===== src/design/phyan_regs.svh =====
/*
 Register indices, field positions, reset values and identity fields of the
 management register bank. Assumes a Wishbone byte address of four times the index.
*/
`ifndef PHYAN_REGS_SVH
`define PHYAN_REGS_SVH

// Register indices (byte address = 4 * index)
`define PHYAN_IDX_CTRL      3'h0
`define PHYAN_IDX_STAT      3'h1
`define PHYAN_IDX_ID_HIGH   3'h2
`define PHYAN_IDX_ID_LOW    3'h3
`define PHYAN_IDX_ADV       3'h4
`define PHYAN_IDX_PARTNER   3'h5

// Control and status bits
`define PHYAN_CTRL_AN_EN    12
`define PHYAN_CTRL_RESTART  9
`define PHYAN_STAT_COMPLETE 5
`define PHYAN_STAT_ABILITY  3

// Code word bits
`define PHYAN_CW_NEXT_PAGE  15
`define PHYAN_CW_ACK        14
`define PHYAN_CW_RFAULT     13
`define PHYAN_CW_PAUSE      10

// Identity values, arbitrary
`define PHYAN_OUI           22'h0b5c3d
`define PHYAN_MODEL         6'h2b
`define PHYAN_REVISION      4'h3

// Reset values
`define PHYAN_ADV_RESET     16'h01e1
`define PHYAN_PAUSE_RESET   1'b1
`define PHYAN_CTRL_RESET    16'h1000

// Writable advertisement bits: 13, 9:5, 4:0
`define PHYAN_ADV_WMASK     16'h23ff

`endif


===== src/design/phyan_pkg.sv =====
/*
 Types for the management register bank.
 Assumes phyan_regs.svh supplies the numeric constants.
*/
`default_nettype none

package phyan_pkg;
   typedef enum logic [3:0] {
      PHYAN_IDLE    = 4'h1,
      PHYAN_ABILITY = 4'h2,
      PHYAN_ACKWAIT = 4'h4,
      PHYAN_DONE    = 4'h8
   } phyan_state_e;
endpackage : phyan_pkg

`default_nettype wire


===== src/design/phyan_regbank.sv =====
/*
 Management registers of a PHY: identity pair, advertisement, partner ability,
 plus control and status, over a classic Wishbone slave; a small negotiation
 tracker counts matching partner code words. Assumes received code words arrive
 as one-cycle strobes from logic on clk_i.
// What this block does
// - 32-bit identity split over registers two, three
// - Only low 22 identifier bits stored
// - Identifier 21:6 high register, 5:0 at 15:10
// - Model number in bits 9:4
// - Revision number identifies silicon revision
// - Next page unsupported, never offered
// - Acknowledge set after three identical words
// - Remote fault writable, resets zero
// - Pause read-only variant reset; 12:11 reserved
// - Ability bits 9:5 writable, reset 01111
// - Selector writable, resets to 802.3
// - Partner word held; valid when complete
// - Partner register ignores writes
// - Partner fields mirror received word, reset zero
// - Partner bit 14 reports partner acknowledge
// - Complete flag sticky, set when finished
// - Restart bit self-clears after restarting
*/
// The Wishbone slave port was chosen for this implementation.
`timescale 1ns/1ps
`default_nettype none
`include "phyan_regs.svh"

module phyan_regbank (
   // Clock and reset
   input  wire logic        clk_i,
   input  wire logic        rst_i,
   // Wishbone slave
   input  wire logic        cyc_i,
   input  wire logic        stb_i,
   input  wire logic        we_i,
   input  wire logic [7:0]  adr_i,
   input  wire logic [3:0]  sel_i,
   input  wire logic [31:0] dat_i,
   output logic      [31:0] dat_o,
   output logic             ack_o,
   // Negotiation link side
   input  wire logic        rx_valid_i,
   input  wire logic [15:0] rx_word_i,
   output logic      [15:0] tx_word_o,
   output logic             an_restart_o,
   output logic             an_complete_o
);

   logic [15:0]  ctrl_reg, ctrl_next;
   logic [15:0]  adv_reg, adv_next;
   logic [15:0]  partner_reg, partner_next;
   logic [15:0]  last_reg, last_next;
   logic [1:0]   match_reg, match_next;
   logic         complete_reg, complete_next;
   logic         ack_reg, ack_next;
   logic [31:0]  dat_reg, dat_next;
   logic         restart_reg, restart_next;
   phyan_pkg::phyan_state_e state_reg, state_next;

   // Literals cannot be part-selected, so identity and reset go through these
   localparam logic [21:0] OUI_BITS       = `PHYAN_OUI;
   localparam logic [15:0] ADV_RESET_BITS = `PHYAN_ADV_RESET;

   logic         req, wr_do, same;
   logic         done_hit;
   logic [15:0]  wmask, rd_word;
   logic [2:0]   idx;

   function automatic logic mapped(input logic [7:0] a);
      mapped = (a[7:5] == 3'h0) && (a[4:2] <= `PHYAN_IDX_PARTNER) && (a[1:0] == 2'h0);
   endfunction : mapped

   function automatic logic [15:0] lane_mask(input logic [3:0] s);
      lane_mask = {{8{s[1]}}, {8{s[0]}}};
   endfunction : lane_mask

   assign idx   = adr_i[4:2];
   assign req   = cyc_i && stb_i;
   // Write lands on the edge where the master samples ack
   assign wr_do = req && we_i && ack_reg && mapped(adr_i);
   assign wmask = lane_mask(sel_i);
   // Acknowledge bit does not take part in the match
   assign same  = (rx_word_i & 16'hbfff) == (last_reg & 16'hbfff);
   // Partner acknowledge while waiting for it finishes negotiation
   assign done_hit = (state_reg == phyan_pkg::PHYAN_ACKWAIT) && rx_valid_i && rx_word_i[`PHYAN_CW_ACK];

   // Read mux; identity is built from constants so writes cannot reach it
   always_comb begin
      rd_word = 16'h0000;
      case (idx)
         `PHYAN_IDX_CTRL:    rd_word = ctrl_reg;
         `PHYAN_IDX_STAT:    rd_word = {10'h000, complete_reg, 1'b0, 1'b1, 3'h0};
         `PHYAN_IDX_ID_HIGH: rd_word = OUI_BITS[21:6];
         `PHYAN_IDX_ID_LOW:  rd_word = {OUI_BITS[5:0], `PHYAN_MODEL, `PHYAN_REVISION};
         `PHYAN_IDX_ADV:     rd_word = adv_reg;
         `PHYAN_IDX_PARTNER: rd_word = partner_reg;
         default:            rd_word = 16'h0000;
      endcase
   end

   // Bus handshake: one wait state, ack for one cycle
   always_comb begin
      ack_next = req && !ack_reg;
      dat_next = dat_reg;
      if (req && !ack_reg) begin
         dat_next = (!we_i && mapped(adr_i)) ? {16'h0000, rd_word} : 32'h0000_0000;
      end
   end

   // Register writes and negotiation tracking
   always_comb begin
      ctrl_next     = ctrl_reg;
      adv_next      = adv_reg;
      partner_next  = partner_reg;
      last_next     = last_reg;
      match_next    = match_reg;
      complete_next = complete_reg;
      restart_next  = 1'b0;
      state_next    = state_reg;
      ctrl_next[`PHYAN_CTRL_RESTART] = 1'b0;
      if (wr_do && idx == `PHYAN_IDX_CTRL) begin
         ctrl_next = (ctrl_reg & ~wmask) | (dat_i[15:0] & wmask & 16'h1200);
         restart_next = wmask[`PHYAN_CTRL_RESTART] && dat_i[`PHYAN_CTRL_RESTART];
      end
      if (wr_do && idx == `PHYAN_IDX_ADV) begin
         // Next page, acknowledge, pause and reserved bits are outside the mask
         adv_next = (adv_reg & ~(wmask & `PHYAN_ADV_WMASK)) | (dat_i[15:0] & wmask & `PHYAN_ADV_WMASK);
      end
      // Partner register has no write path at all
      case (state_reg)
         phyan_pkg::PHYAN_IDLE: begin
            if (ctrl_reg[`PHYAN_CTRL_AN_EN]) begin
               state_next = phyan_pkg::PHYAN_ABILITY;
            end
         end
         phyan_pkg::PHYAN_ABILITY: begin
            if (rx_valid_i) begin
               last_next = rx_word_i;
               if (same && match_reg == 2'h2) begin
                  // Third identical word in a row
                  adv_next[`PHYAN_CW_ACK] = 1'b1;
                  partner_next = rx_word_i;
                  state_next = phyan_pkg::PHYAN_ACKWAIT;
               end else if (same) begin
                  match_next = match_reg + 2'h1;
               end else begin
                  match_next = 2'h1;
               end
            end
         end
         phyan_pkg::PHYAN_ACKWAIT: begin
            if (rx_valid_i && rx_word_i[`PHYAN_CW_ACK]) begin
               partner_next = rx_word_i;
               complete_next = 1'b1;
               state_next = phyan_pkg::PHYAN_DONE;
            end
         end
         phyan_pkg::PHYAN_DONE: begin
            state_next = phyan_pkg::PHYAN_DONE;
         end
         default: begin
            state_next = phyan_pkg::PHYAN_IDLE;
         end
      endcase
      // Restart drops progress; a completion landing in the same cycle still sets the flag
      if (restart_reg || !ctrl_reg[`PHYAN_CTRL_AN_EN]) begin
         adv_next[`PHYAN_CW_ACK] = 1'b0;
         match_next = 2'h0;
         last_next = 16'h0000;
         if (restart_reg && !done_hit) begin
            complete_next = 1'b0;
         end
         state_next = phyan_pkg::PHYAN_IDLE;
      end
   end

   always_ff @(posedge clk_i) begin
      if (rst_i) begin
         ctrl_reg     <= `PHYAN_CTRL_RESET;
         adv_reg      <= `PHYAN_ADV_RESET | ({15'h0000, `PHYAN_PAUSE_RESET} << `PHYAN_CW_PAUSE);
         partner_reg  <= 16'h0000;
         last_reg     <= 16'h0000;
         match_reg    <= 2'h0;
         complete_reg <= 1'b0;
         ack_reg      <= 1'b0;
         dat_reg      <= 32'h0000_0000;
         restart_reg  <= 1'b0;
         state_reg    <= phyan_pkg::PHYAN_IDLE;
      end else begin
         ctrl_reg     <= ctrl_next;
         adv_reg      <= adv_next;
         partner_reg  <= partner_next;
         last_reg     <= last_next;
         match_reg    <= match_next;
         complete_reg <= complete_next;
         ack_reg      <= ack_next;
         dat_reg      <= dat_next;
         restart_reg  <= restart_next;
         state_reg    <= state_next;
      end
   end

   assign ack_o         = ack_reg;
   assign dat_o         = dat_reg;
   assign tx_word_o     = adv_reg;
   assign an_restart_o  = restart_reg;
   assign an_complete_o = complete_reg;

   ack_single_a: assert property (@(posedge clk_i) disable iff (rst_i)
      ack_o |=> !ack_o)
      else $error("ack held longer than one cycle");

   id_high_a: assert property (@(posedge clk_i) disable iff (rst_i)
      (ack_o && !we_i && adr_i == 8'h08) |-> dat_o == {16'h0000, OUI_BITS[21:6]})
      else $error("identity high word wrong");

   id_low_a: assert property (@(posedge clk_i) disable iff (rst_i)
      (ack_o && !we_i && adr_i == 8'h0c) |-> dat_o[15:0] == {OUI_BITS[5:0], `PHYAN_MODEL, `PHYAN_REVISION})
      else $error("identity low word wrong");

   no_next_page_a: assert property (@(posedge clk_i) disable iff (rst_i)
      !tx_word_o[`PHYAN_CW_NEXT_PAGE])
      else $error("next page offered");

   ack_three_a: assert property (@(posedge clk_i) disable iff (rst_i)
      $rose(adv_reg[`PHYAN_CW_ACK]) |-> $past(rx_valid_i) && $past(same) && $past(match_reg) == 2'h2)
      else $error("acknowledge set without three matches");

   rfault_write_a: assert property (@(posedge clk_i) disable iff (rst_i)
      (ack_o && we_i && cyc_i && stb_i && adr_i == 8'h10 && sel_i[1])
      |=> adv_reg[`PHYAN_CW_RFAULT] == $past(dat_i[`PHYAN_CW_RFAULT]))
      else $error("remote fault write lost");

   adv_reset_a: assert property (@(posedge clk_i)
      $fell(rst_i) |-> adv_reg[9:0] == ADV_RESET_BITS[9:0])
      else $error("advertisement reset value wrong");

   partner_ro_a: assert property (@(posedge clk_i) disable iff (rst_i)
      !rx_valid_i |=> $stable(partner_reg))
      else $error("partner register changed without a code word");

   complete_sticky_a: assert property (@(posedge clk_i) disable iff (rst_i)
      (complete_reg && !restart_reg) |=> complete_reg)
      else $error("complete flag dropped");

   restart_clear_a: assert property (@(posedge clk_i) disable iff (rst_i)
      (an_restart_o && !done_hit) |=> !an_restart_o && !ctrl_reg[`PHYAN_CTRL_RESTART] ##1 !complete_reg)
      else $error("restart bit did not clear");

   id_upper_zero_a: assert property (@(posedge clk_i) disable iff (rst_i)
      (ack_o && !we_i && (adr_i == 8'h08 || adr_i == 8'h0c)) |-> dat_o[31:16] == 16'h0000)
      else $error("identity read has upper bits set");

   model_field_a: assert property (@(posedge clk_i) disable iff (rst_i)
      (ack_o && !we_i && adr_i == 8'h0c) |-> dat_o[9:4] == `PHYAN_MODEL)
      else $error("model number field wrong");

   revision_field_a: assert property (@(posedge clk_i) disable iff (rst_i)
      (ack_o && !we_i && adr_i == 8'h0c) |-> dat_o[3:0] == `PHYAN_REVISION)
      else $error("revision field wrong");

   ack_bit_clear_a: assert property (@(posedge clk_i) disable iff (rst_i)
      $fell(adv_reg[`PHYAN_CW_ACK]) |-> $past(restart_reg) || !$past(ctrl_reg[`PHYAN_CTRL_AN_EN]))
      else $error("acknowledge bit dropped without restart or disable");

   rfault_reset_a: assert property (@(posedge clk_i)
      $fell(rst_i) |-> !adv_reg[`PHYAN_CW_RFAULT])
      else $error("remote fault not zero after reset");

   pause_fixed_a: assert property (@(posedge clk_i) disable iff (rst_i)
      adv_reg[`PHYAN_CW_PAUSE] == `PHYAN_PAUSE_RESET && adv_reg[12:11] == 2'h0)
      else $error("pause or reserved advertisement bits changed");

   ability_write_a: assert property (@(posedge clk_i) disable iff (rst_i)
      (ack_o && we_i && cyc_i && stb_i && adr_i == 8'h10 && sel_i[1] && sel_i[0])
      |=> adv_reg[9:5] == $past(dat_i[9:5]))
      else $error("ability bits write lost");

   selector_write_a: assert property (@(posedge clk_i) disable iff (rst_i)
      (ack_o && we_i && cyc_i && stb_i && adr_i == 8'h10 && sel_i[0])
      |=> adv_reg[4:0] == $past(dat_i[4:0]))
      else $error("selector write lost");

   partner_capture_a: assert property (@(posedge clk_i) disable iff (rst_i)
      $changed(partner_reg) |-> $past(rx_valid_i) && partner_reg == $past(rx_word_i))
      else $error("partner register differs from received word");

   partner_reset_a: assert property (@(posedge clk_i)
      $fell(rst_i) |-> partner_reg == 16'h0000)
      else $error("partner register not zero after reset");

   partner_ack_a: assert property (@(posedge clk_i) disable iff (rst_i)
      $rose(complete_reg) |-> partner_reg[`PHYAN_CW_ACK])
      else $error("completion without partner acknowledge");

   complete_cause_a: assert property (@(posedge clk_i) disable iff (rst_i)
      $rose(complete_reg) |-> $past(state_reg) == phyan_pkg::PHYAN_ACKWAIT && $past(rx_valid_i)
      && $past(rx_word_i[`PHYAN_CW_ACK]))
      else $error("complete set without acknowledged word");

   complete_status_a: assert property (@(posedge clk_i) disable iff (rst_i)
      (ack_o && !we_i && adr_i == 8'h04) |-> dat_o[`PHYAN_STAT_COMPLETE] == $past(complete_reg))
      else $error("status complete bit wrong");

   restart_pulse_a: assert property (@(posedge clk_i) disable iff (rst_i)
      $rose(ctrl_reg[`PHYAN_CTRL_RESTART]) |-> an_restart_o)
      else $error("restart write gave no restart pulse");

endmodule : phyan_regbank

`default_nettype wire


===== config.mk =====
export PLATFORM = sky130hd
export DESIGN_NAME = phyan_regbank
export DESIGN_NICKNAME = d
export VERILOG_FILES = /design/src/design/phyan_pkg.sv /design/src/design/phyan_regbank.sv
export VERILOG_INCLUDE_DIRS = /design/src /design/src/design
export SDC_FILE = /design/constraint.sdc
export NUM_CORES = 1
export LEC_CHECK = 0
export ABC_CLOCK_PERIOD_IN_PS = 1800
export BUFFER_PORTS_ARGS = -buffer_cell sky130_fd_sc_hd__clkbuf_2
export CELL_PAD_IN_SITES_DETAIL_PLACEMENT = 0
export CELL_PAD_IN_SITES_GLOBAL_PLACEMENT = 2
export CORE_ASPECT_RATIO = 1.25
export CORE_MARGIN = 2
export CORE_UTILIZATION = 27
export DETAILED_ROUTE_END_ITERATION = 10
export PLACE_DENSITY = 0.74
export SLEW_MARGIN = 0
export SYNTH_ARGS = -nofsm -noshare
export SYNTH_HDL_FRONTEND = slang
export SYNTH_SLANG_ARGS = --single-unit

===== constraint.sdc =====
create_clock -name clk_i -period 1.8 [get_ports clk_i]
set_input_delay 0.27 -clock clk_i [delete_from_list [all_inputs] [get_ports clk_i]]
set_output_delay 0.27 -clock clk_i [all_outputs]
set_load 0.02 [all_outputs]

==> results.txt <==
Status -> complete, no violations
Antenna viol nets, final -> 0
Slew headroom -> 0.570
Fin crit share -> 0.948
Largest net degree at the start of global routing -> 26
Port Buffer Count -> 74
DP Wirelength -> 8.75 mm
Sw Ratio -> 0.242
Crit path time final -> 1.71 ns
Worst Path Class, Setup -> reg2reg
WL met2 -> 5.51 mm
TritonCTS Buffers -> 9
Post-DP Area -> 4810 um^2
Clock Power Share -> 0.432
Via-to-Cell Ratio -> 4.81
Cell count after synthesis -> 472
Post-synthesis mux area share -> 0.0537
Max Root-Sink Buffers -> 2
Drt pass-1 iters -> 4
Hold WS -> 0.167 ns
Synth Register Bits -> 84
NumNets Final -> 637
Wire per inst -> 15.0 um
Simple-Gate Fraction of Synth Area -> 0.229
RSZ-0062 raised after global routing -> yes
Total GRT Usage -> 0.144
Synth Area in Compound Gates -> 0.179
Yosys top cell area share -> 0.415
Leakage -> 2.17 nW
Switching pwr -> 978 uW
CP Data Required Time -> 2.02 ns
Core footprint -> 14800 um^2
Xor and xnor area share after synthesis -> 0.0346
Root buf cell -> clkbuf_16
Vias in the first global route -> 3464
Int Pwr -> 3.06 mW
Crit path max fanout -> 15
Worst Hold Class -> in2reg
Mapped Area -> 4050 um^2
P&R area growth vs syn -> 26.5%
Post-synth top cells -> 84 x dfxtp_1, 46 x nand2_1, 38 x nor2_1
Cell taking the most area after synthesis -> dfxtp_1
First-pass GRT wire length -> 18.2 mm
Fin. Hold Viols -> 0
Area contributors post-synth -> dfxtp_1 42%, a22oi_1 5.6%, nand2_1 4.3%
Setup TNS -> 0 ns
Seq/Total Area, Yosys -> 0.415
Vias -> 3632
Pins Over Slew Limit -> 0
Worst Path Arrival -> 1.92 ns
CP endpoint kind -> flop
DRC violations left -> 0
Adder-Cell Fraction of Synth Area -> 0.00309
Ports -> 117
TritonCTS clock tree -> yes
Met1 Wirelength -> 5.04 mm
Worst clock skew -> 0.00382 ns
Worst-skew pair later-pin latency -> 0.33 ns
Yosys warnings -> 0
Number of synthesized flops with an enable pin -> 0
Final Setup Violations -> 0
VDD IR max -> 428 uV
Grt ovf -> 0
Initial Util -> 0.273
# rows -> 50
Initial DRC Count -> 179
CP Launch Type -> flop
Uppermost layer routed -> met4
Die ar. -> 16000 um^2
Share of cells above drive strength 1 -> 0.274
Clk pin slew, worst setup/hold paths -> 0.06 ns
Syn Area/Cell -> 8.58 um^2
Met3 WL post-DR -> 538 um
Routed wire length -> 11.3 mm
GPL Wtd Cong -> 0.820
Final Worst Setup Slack -> 0.0940 ns
Sequential power share -> 0.469
Die Y -> 141 um
Number of library cell types mapped by synthesis -> 51
Antenna Cells -> 0
Fmax -> 0.586 GHz
CP Cell Sequence -> or4b_4 > nor2_4 > nor3_4 > a22oi_1 > nand3_1
Largest family of logic cells by synthesized area -> simple AND/OR/NAND/NOR gates
Worst-Margin Slew -> 0.643 ns
Design area -> 5130 um^2
Comb power frac -> 0.099
Num Clock Sinks -> 84
Die Wd -> 114 um
Count leader, synth -> dfxtp_1
Critical path's slowest cell -> or4b_4
Ys flop type -> dfxtp_1
Crit path largest cell delay -> 0.60 ns
H-Tree Depth -> 3
Post-synth ARST share -> 0
Max-capacitance violation count -> 0
Dpl ws -> -0.139 ns
Initial antenna violation count -> 0
PwrDens -> 788 nW/um^2
==> power by group through the flow <==
stage / logic [mW] / registers, mW / clock network, mW
4_1_cts: 0.400 / 1.89 / 1.80
5_1_grt: 0.443 / 1.90 / 1.87
3_5_place_dp: 0.396 / 1.93 / 0
3_3_place_gp: 0.394 / 1.93 / 0
6_report: 0.400 / 1.89 / 1.75
2_1_floorplan: 0.261 / 1.93 / 0
==> worst paths after layout <==
kind                              from                     endpoint  slack [ns]  depth (start not counted)
max          state_reg[0]$_SDFFE_PP1P_  partner_reg[3]$_SDFFE_PP0P_        0.09                          5
min                           dat_i[2]                         flop        0.17                          3
max reg2reg  state_reg[0]$_SDFFE_PP1P_  partner_reg[3]$_SDFFE_PP0P_        0.09                          5
min reg2reg  ctrl_reg[10]$_SDFFE_PP0P_    ctrl_reg[10]$_SDFFE_PP0P_        0.45                          2
==> per-stage QoR <==
step,total power [mW],std cells,utilization
after floorplan,2.19,490,-
after global placement,2.33,740,0.324
after detailed placement,2.33,740,0.324
after CTS,4.10,754,0.344
after global routing,4.21,755,0.346
final,4.04,755,0.346
==> area by class of cell <==
class                      instances  area, um^2
clock inverter                     2        10.0
fill                            1522        9700
clock buffer                      12         267
tap                              182         228
sequential                        84        1680
inverter                          11        41.3
timing repair buffer             122         768
multi-input combinational        342        2130
==> cells in the final DEF (no fill, tap or decap), types with 16 or more instances in the layout <==
cell type  instances
dfxtp_1           82
clkbuf_2          74
nand2_1           46
buf_4             45
nor2_1            38
a21oi_1           29
a22oi_1           29
nand3_1           22
conb_1            20
nand4_1           17
o211ai_1          16
==> worst max-delay path, delay by kind of cell (launching register included) <==
family	cells	cell delay, ns
AO/OA/AOI/OAI	1	0.24
flip-flops	1	0.37
AND/OR/NAND/NOR	4	0.98
==> logic make-up after synthesis <==
group,count (synthesis)
AND/OR/NAND/NOR,176
AO/OA/AOI/OAI,108
buffers and inverters,64
other,2
XOR/XNOR,16
flip-flops,84
multiplexers,21
adder cells (fa/ha/maj),1
==> layer usage <==
layer,vias up,track usage
li1,1848,-
met1,1672,0.182
met2,99,0.242
met3,13,0.0284
met4,0,0.0539
met5,-,0
==> timing repair <==
item                                    CTS  global route
buffers inserted                          0             1
hold buffers                              0             0
gates resized for setup                   2             5
endpoints found under the setup margin   17            17
pin swaps                                 0             1
No activity file was read; power rests on OpenSTA's default activity.
